`src/acf_cfg.svh`:
```
// Constants of the converter configuration and result formatting block.
// Assumes inclusion by bare name from the package and the design modules.
`ifndef ACF_CFG_SVH
`define ACF_CFG_SVH

// ****************************************************************
// Register addresses in the special-function register space
// ****************************************************************
`define ACF_ADDR_CONFIG      8'hBC
`define ACF_ADDR_RESULT_LOW  8'hBD
`define ACF_ADDR_RESULT_HIGH 8'hBE

// ****************************************************************
// Field positions of the configuration register
// ****************************************************************
`define ACF_DIV_MSB   7
`define ACF_DIV_LSB   3
`define ACF_LJST_BIT  2
`define ACF_EIGHT_BIT 1
`define ACF_GAIN_BIT  0

// ****************************************************************
// Reset values
// ****************************************************************
`define ACF_CONFIG_RESET 8'hF8
`define ACF_RESULT_RESET 8'h00

// ****************************************************************
// Conversion length in converter clock cycles
// ****************************************************************
`define ACF_CONV_CYCLES_10 5'h0B
`define ACF_CONV_SHORTEN_8 5'h02

`endif

```
`src/acf_pkg.sv`:
```
// Types shared by the converter configuration block, the core model and the bench.
// Assumes acf_cfg.svh is reachable on the include path.
`default_nettype none
`include "acf_cfg.svh"
package acf_pkg;
    typedef logic [7:0] acf_byte_t;
    typedef logic [9:0] acf_code_t;
    typedef enum logic [1:0] {ACF_IDLE, ACF_CONVERT, ACF_DONE} acf_state_t;
endpackage : acf_pkg
`default_nettype wire

```
`src/acf_clk_div.sv`:
```
// Converter clock enable divider: one-cycle pulse every divisor+1 system clocks.
// Assumes a single system clock; the divisor may change at any time.
`default_nettype none
`include "acf_cfg.svh"
module acf_clk_div #(
    parameter int DIV_W = 5
) (
    input wire logic sys_clk_i,              // System clock
    input wire logic reset_n_i,              // Synchronous reset, active low
    input wire logic [DIV_W-1:0] divisor_i,  // Divide by divisor+1
    output logic conv_tick_o                 // Converter clock enable pulse
);
    logic [DIV_W-1:0] count;
    logic [DIV_W-1:0] next_count;

    if (DIV_W < 1) begin : g_bad_width
        $error("acf_clk_div: DIV_W must be at least 1");
    end

    always_comb begin
        // Counting up to the divisor gives a period of divisor+1
        if (count >= divisor_i) begin
            next_count = '0;
        end else begin
            next_count = count + {{(DIV_W-1){1'b0}}, 1'b1};
        end
    end

    always_ff @(posedge sys_clk_i) begin
        if (!reset_n_i) begin
            count <= '0;
        end else begin
            count <= next_count;
        end
    end

    assign conv_tick_o = (count >= divisor_i);
endmodule : acf_clk_div
`default_nettype wire

```
`src/acf_converter_ctrl.sv`:
```
// Configuration and result registers of a 10-bit successive-approximation converter.
// Assumes an SFR bus with one-cycle read and write strobes and a core giving one code per conversion.
`default_nettype none
`include "acf_cfg.svh"

// What this block does
// - The converter clock enable is the system clock divided by the 5-bit divisor in bits 7:3 plus one.
// - Bit 2 selects right (0) or left (1) justification of the result.
// - Bit 1 selects 10-bit (0) or 8-bit (1) conversion.
// - Justification only matters in 10-bit mode.
// - Bit 0 drives the gain: 0 is half gain, 1 is unity gain.
// - Right-justified 10-bit high byte holds zeros in 7:2 and the top two bits in 1:0.
// - Left-justified 10-bit high byte holds the eight top bits.
// - In 8-bit mode the high byte holds the whole 8-bit result.
// - Right-justified 10-bit low byte holds the eight low bits.
// - Left-justified 10-bit low byte holds the two low bits in 7:6 and zeros below.
// - In 8-bit mode the low byte reads zero.
// - Both result bytes update at the end of every conversion.
// - An 8-bit conversion takes two converter clocks fewer than a 10-bit one.
module acf_converter_ctrl #(
    parameter int DIV_W = 5
) (
    input wire logic sys_clk_i,               // System clock, 100 MHz
    input wire logic reset_n_i,               // Synchronous reset, active low
    input wire logic [7:0] sfr_addr_i,        // SFR address
    input wire logic sfr_wr_i,                // Write strobe, one cycle
    input wire logic sfr_rd_i,                // Read strobe, one cycle
    input wire acf_pkg::acf_byte_t sfr_wdata_i, // Write data
    output var acf_pkg::acf_byte_t sfr_rdata_o, // Read data, registered
    output logic sfr_hit_o,                   // Address belongs to this block
    input wire logic conv_start_i,            // Start a conversion, one-cycle pulse
    input wire acf_pkg::acf_code_t core_code_i, // Code from the core at end of conversion
    output logic conv_tick_o,                 // Converter clock enable
    output logic gain_unity_o,                // 1 unity gain, 0 half gain
    output logic eight_bit_o,                 // Core runs 8-bit conversion
    output logic conv_busy_o,                 // Conversion in progress
    output logic conv_done_o                  // One-cycle pulse when results load
);
    import acf_pkg::*;

    if (DIV_W != (`ACF_DIV_MSB - `ACF_DIV_LSB + 1)) begin : g_bad_width
        $error("acf_converter_ctrl: DIV_W must match field");
    end

    // ****************************************************************
    // Formatting
    // ****************************************************************
    function automatic logic [15:0] fmt_result(input acf_code_t code, input logic ljst, input logic eight);
        if (eight) begin
            fmt_result = {code[9:2], 8'h00};
        end else if (ljst) begin
            fmt_result = {code, 6'h00};
        end else begin
            fmt_result = {6'h00, code};
        end
    endfunction

    // ****************************************************************
    // Registers
    // ****************************************************************
    acf_byte_t config_reg, next_config_reg;
    acf_byte_t result_low, next_result_low;
    acf_byte_t result_high, next_result_high;
    acf_byte_t rdata, next_rdata;
    acf_state_t state, next_state;
    logic [4:0] cycles, next_cycles;
    logic done, next_done;
    logic tick;
    logic [15:0] formatted;

    wire logic ljst = config_reg[`ACF_LJST_BIT];
    wire logic eight = config_reg[`ACF_EIGHT_BIT];
    // Mode is read live: changing it mid-conversion alters the length of that conversion
    wire logic [4:0] conv_len = eight ? (`ACF_CONV_CYCLES_10 - `ACF_CONV_SHORTEN_8) : `ACF_CONV_CYCLES_10;

    acf_clk_div #(.DIV_W(DIV_W)) u_div (
        .sys_clk_i(sys_clk_i),
        .reset_n_i(reset_n_i),
        .divisor_i(config_reg[`ACF_DIV_MSB:`ACF_DIV_LSB]),
        .conv_tick_o(tick)
    );

    assign formatted = fmt_result(core_code_i, ljst, eight);

    // ****************************************************************
    // Conversion sequencing
    // ****************************************************************
    always_comb begin
        next_state = state;
        next_cycles = cycles;
        next_done = 1'b0;
        unique case (state)
            ACF_IDLE: begin
                if (conv_start_i) begin
                    next_state = ACF_CONVERT;
                    next_cycles = '0;
                end
            end
            ACF_CONVERT: begin
                if (tick) begin
                    if (cycles + 5'h01 >= conv_len) begin
                        next_state = ACF_DONE;
                    end
                    next_cycles = cycles + 5'h01;
                end
            end
            ACF_DONE: begin
                next_done = 1'b1;
                next_state = ACF_IDLE;
            end
        endcase
    end

    // Core results take priority over a same-cycle software write to a result byte
    always_comb begin
        next_config_reg = config_reg;
        next_result_low = result_low;
        next_result_high = result_high;
        next_rdata = rdata;
        if (sfr_wr_i) begin
            if (sfr_addr_i == `ACF_ADDR_CONFIG) next_config_reg = sfr_wdata_i;
            if (sfr_addr_i == `ACF_ADDR_RESULT_LOW) next_result_low = sfr_wdata_i;
            if (sfr_addr_i == `ACF_ADDR_RESULT_HIGH) next_result_high = sfr_wdata_i;
        end
        if (state == ACF_DONE) begin
            next_result_high = formatted[15:8];
            next_result_low = formatted[7:0];
        end
        if (sfr_rd_i) begin
            if (sfr_addr_i == `ACF_ADDR_CONFIG) next_rdata = config_reg;
            else if (sfr_addr_i == `ACF_ADDR_RESULT_LOW) next_rdata = result_low;
            else if (sfr_addr_i == `ACF_ADDR_RESULT_HIGH) next_rdata = result_high;
            else next_rdata = 8'h00;
        end
    end

    always_ff @(posedge sys_clk_i) begin
        if (!reset_n_i) begin
            config_reg <= `ACF_CONFIG_RESET;
            result_low <= `ACF_RESULT_RESET;
            result_high <= `ACF_RESULT_RESET;
            rdata <= `ACF_RESULT_RESET;
            state <= ACF_IDLE;
            cycles <= '0;
            done <= 1'b0;
        end else begin
            config_reg <= next_config_reg;
            result_low <= next_result_low;
            result_high <= next_result_high;
            rdata <= next_rdata;
            state <= next_state;
            cycles <= next_cycles;
            done <= next_done;
        end
    end

    assign sfr_rdata_o = rdata;
    assign sfr_hit_o = (sfr_addr_i == `ACF_ADDR_CONFIG) || (sfr_addr_i == `ACF_ADDR_RESULT_LOW)
                       || (sfr_addr_i == `ACF_ADDR_RESULT_HIGH);
    assign conv_tick_o = tick;
    assign gain_unity_o = config_reg[`ACF_GAIN_BIT];
    assign eight_bit_o = eight;
    assign conv_busy_o = (state != ACF_IDLE);
    assign conv_done_o = done;
endmodule : acf_converter_ctrl
`default_nettype wire

```
`config.mk`:
```
export PLATFORM = sky130hd
export DESIGN_NAME = acf_converter_ctrl
export DESIGN_NICKNAME = d
export VERILOG_FILES = /design/src/acf_pkg.sv /design/src/acf_clk_div.sv /design/src/acf_converter_ctrl.sv
export VERILOG_INCLUDE_DIRS = /design/src
export SDC_FILE = /design/constraint.sdc
export NUM_CORES = 1
export LEC_CHECK = 0
export BUFFER_PORTS_ARGS = -buffer_cell sky130_fd_sc_hd__buf_2
export CORE_MARGIN = 2
export CORE_UTILIZATION = 51
export DETAILED_ROUTE_END_ITERATION = 16
export GPL_TIMING_DRIVEN = 0
export HOLD_SLACK_MARGIN = 0.12
export PLACE_DENSITY_LB_ADDON = 0.15
export SLEW_MARGIN = 20
export SYNTH_ARGS = -nofsm -noshare
export SYNTH_HDL_FRONTEND = slang
export SYNTH_HIERARCHICAL = 1
export SYNTH_SLANG_ARGS = --single-unit
```
`constraint.sdc`:
```
create_clock -name sys_clk_i -period 1.7 [get_ports sys_clk_i]
set_input_delay 0.34 -clock sys_clk_i [delete_from_list [all_inputs] [get_ports sys_clk_i]]
set_output_delay 0.34 -clock sys_clk_i [all_outputs]
set_load 0.03 [all_outputs]
```
# Word level (Yosys, flattened, before mapping)
# Cells that the tools add are included.
# totals
reg_bits	45
inputBits	31
# op_classes
add_sub_neg	2
magnitude_cmp	2
n_eq_ne	8
mux	20
bitwise	1
n_reduce_logical	14
# ops
op	n
$mux W8	9
$mux W16	2
$eq A8 B8 Y1 const B	3
$add A5 B1 Y5 const B	2
$mux W5	2
$pmux W5 S2	1
$reduce_bool A2 Y1	5
$mux W2	4
$ne A2 B2 Y1 const B	3
$pmux W2 S3	1
$reduce_and A2 Y1	3
$reduce_and A3 Y1	2
$ge A5 B4 Y1	1
$ge A5 B5 Y1	1
$eq A2 B1 Y1 const B	1
$eq A2 B2 Y1 const B	1
$logic_not A2 Y1	1
$logic_or A1 B1 Y1	2
$reduce_or A2 Y1	1
$mux W1	1
$not A1 Y1	1

# Depth between registers and ports, before layout
# logic_depth
ltp_word	5
depth_mapped	10
ltp_nobuf	10

# By module
# Netlist, hierarchy kept.
# modules_own_cells
module	n_inst	cells_each	area_each_um2
acf_converter_ctrl	1	267	2273.4
acf_clk_div	1	36	339.1

# Worst setup path before layout
# No wires, ideal clock.
# synth_timing
path_type	input -> output
from	input sfr_addr_i[0]
to	output sfr_hit_o
t_arrival_ns	1.614
required_time_ns	1.360
setup_slack_ns	-0.254
path_stages	4
path_cell_list	buf_6 > buf_2 > buf_2 > a211oi_1
# synth_via
elab_chain_cells	3
word_cells_on_any_way	5
cone_classes	eq/ne (3); reduce/logical (2)
# synth_lines
item	line	text
start: declaration	acf_converter_ctrl.sv:25	input wire logic [7:0] sfr_addr_i,
$eq A8 B8 Y1 (no line)	-	
$logic_or A1 B1 Y1	acf_converter_ctrl.sv:158	assign sfr_hit_o = (sfr_addr_i == `ACF_ADDR_CONFIG) || (sfr_addr_i == `ACF_ADDR_RESULT_LOW)
$logic_or A1 B1 Y1 (*)	acf_converter_ctrl.sv:158	
end: declaration	acf_converter_ctrl.sv:30	output logic sfr_hit_o,
# Every way passes the cells marked *; elsewhere a longest branch is shown, timed or not.

# Worst setup path in the final report
# layout_timing
from	register u_div.count[2]
to	output conv_tick_o
# layout_via
elab_chain_cells	1
# layout_lines
item	line	text
start: declaration	acf_clk_div.sv:13	logic [DIV_W-1:0] count;
start signal: assignment	acf_clk_div.sv:33	count <= next_count;
$ge A5 B5 Y1	acf_clk_div.sv:37	assign conv_tick_o = (count >= divisor_i);
end: declaration	acf_converter_ctrl.sv:33	output logic conv_tick_o,
# Every way passes these cells.

==> results.md <==
* Main synth FF type: dfxtp_1
* Rel. slew slack at 0.681
* Crit path buf inv count at 1
* Hold path startpoint: sfr_wdata_i[3]
* Initial antenna violation count at 0
* Per-cell routed wire length at 14.8 µm
* Yosys top cell by area: dfxtp_1
* CP endpoint kind: primary output
* Flops & latches, synth at 45
* First-pass DRT Iterations at 4
* Synth Cell Area at 2610 µm²
* CP max FO at 2
* Post-layout power at 2820 µW
* First-pass GRT wire length at 10.2 mm
* Unique masters post-synth at 44
* Maximum vdd drop at 0.000599 V
* CP top delay family: compound AO/OA/AOI/OAI gates
* Total GRT Usage at 0.238
* Gr ovfl total at 0
* Via density at 5.41
* Core Region at 5010 µm²
* Critical path type: flip-flop to primary output
* FILL cells at around 470
* Initial DRC Count at ~120
* # DRC at 0
* Final std cell area, no fill at approximately 3300 µm²
* Fmax at 0.541 GHz
* Worst EP arrival at 1.51 ns
* DRT Wirelength at 6.38 mm
* CTS Buf Count at 5
* Async set-reset flop share out of synthesis at 0
* Fin. Hold Viols at 0
* Worst Clk Skew at approximately 0.003 ns
* Antenna Cells at 0
* Pre-CTS setup slack at -0.115 ns
* Synth Net Count at 345
* Buffers on Ports at 42
* DR vias at ~2,300
* Num rows at 26
* Largest net degree at the start of global routing at 13
* Dpl cells at 415
* Max-cap violations at 0
* Worst setup startpoint: u_div/count[2]
* Post-synth EDFFs at 0
* Final slew viol count at 0
* Final non-filler cell total at roughly 430
* Hpwl dp at between 4 and 5 mm
* Vias in the first global route at 2,164
* Layout cell share with drive strength beyond 1 at 0.331
* CTS tree: yes
* Critical Path RT at ~1.4 ns
* Syn Area/Cell at 8.62 µm²
* Top-area cell type share of the netlist area at 0.345
* Clock transition at path regs at 0.08 ns
* Yosys Warn Count at 6
* Hold_buf cts at 0
* Worst slew pin tran at roughly 0.48 ns
* Post-Synthesis Cells at 303
* Worst hold path type: input pin to flip-flop
* Failing checks: setup timing
* Post-synthesis sequential area ratio at 0.345
* Crit-path slowest cell: dfxtp_4
* Top-count cell post-synth: dfxtp_1
* Status: finished with violations
* DIE AREA at 5710 µm²
* Leak at 0.00150 µW
* Period utilisation layout at 1.09
* Fin crit period at 1.85 ns
* Pwr/cell area at about 860 nW/µm²
* Antenna Nets Post-Route at 0
* Commonest cells in the netlist: dfxtp_1 (45), nand2_1 (31), inv_1 (25), a21oi_1 (22), mux2i_1 (21)
* R2r startpoint: config_reg[5]
* Final setup violation count at 6
* Placer Congestion at around 0.9
* Vert. Die Dim at 75.6 µm
* H-tree Lvls at 2
* Setup crit start kind: flip-flop
* CTS root buf: clkbuf_8
* CP max stage delay at 0.36 ns
* Die W at roughly 76 µm
* Cell area after placement at 2970 µm²
* PnR worst setup slack at -0.147 ns
* Max Buffers Root-to-Sink at 2
* Area Growth Syn to Fin at 25.5%
* Final #Nets at 404
* Worst-Skew Late Latency at roughly 0.3 ns
* RSZ-0062 raised after global routing: true
* I/O pin total at 45
* CTS Sinks at 45
* Area contributors post-synth: dfxtp_1 (34%), mux2i_1 (8.0%), ha_1 (5.3%)
* Worst-path cell chain: ha_4, a21oi_4, o21ai_4, a21bo_4, buf_6
* Initial Util at 0.521
## area by class of cell
cell class	count	area [µm²]	share of cell area
multi-input combinational	212	1660	0.506
sequential	45	916	0.279
timing repair buffer	54	315	0.0962
buffer	19	120	0.0366
inverter	25	93.8	0.0286
tap	70	87.6	0.0267
clock buffer	7	86.3	0.0263
## where the power goes
group / switching, µW / total [µW] / leakage (µW) / internal (µW)
clock network: 361 / 684 / 0.0000443 / 323
registers: 67.3 / 1230 / 0.000365 / 1160
logic: 530 / 907 / 0.00109 / 377
## cell families after synthesis
group | synth area share
muxes | 0.0805
adders and majority gates | 0.0527
AOI/OAI and AO/OA | 0.213
DFF | 0.345
and+or+nand+nor | 0.202
buffers and inverters | 0.0867
xor gates and xnor gates | 0.0201
## worst paths after layout
kind	end	slack, ns	cells past startpoint
max	conv_tick_o	-0.15	5
min	config_reg[3]	0.27	3
max reg2reg	cycles[0]	-0.06	10
min reg2reg	result_low[6]	0.47	2
## routing by layer
layer / vias to the layer above / GRT usage / routed length, µm
li1: 1186 / - / -
met5: - / 0 / 0
met2: 71 / 0.371 / 2970
met1: 1073 / 0.339 / 2980
met4: 0 / 0.0624 / 69
met3: 6 / 0.0463 / 359
## layout by cell type, fill, tap and decap left out, types with 8 or more instances in the layout
cell type / n
a21oi_1: 19
o22ai_1: 10
buf_4: 11
inv_1: 23
buf_2: 45
clkbuf_1: 8
dfxtp_2: 9
dfxtp_1: 35
mux2i_1: 21
nand2_1: 28
nor2_1: 14
and2_1: 10
nand3_1: 13
nor2b_1: 8
## tightest hold or removal path, cell delays in order
cell	delay, ns
buf_2	0.09
mux2i_1	0.06
nand2_1	0.05
## what timing repair did
action	4_1_cts	5_1_grt
setup endpoints to repair	13	22
buffers inserted	10	2
pin swaps	6	9
gates resized for setup	20	19
## metrics by stage
stage | util | TNS (ns) | hold WS, ns
2_1_floorplan | - | 0 | 0.408
3_3_place_gp | 0.592 | -0.328 | 0.430
3_5_place_dp | 0.592 | -0.383 | 0.426
4_1_cts | 0.635 | -0.169 | 0.265
5_1_grt | 0.654 | -0.805 | 0.269
6_report | 0.654 | -0.317 | 0.269
(Power assumes the default switching activity.)
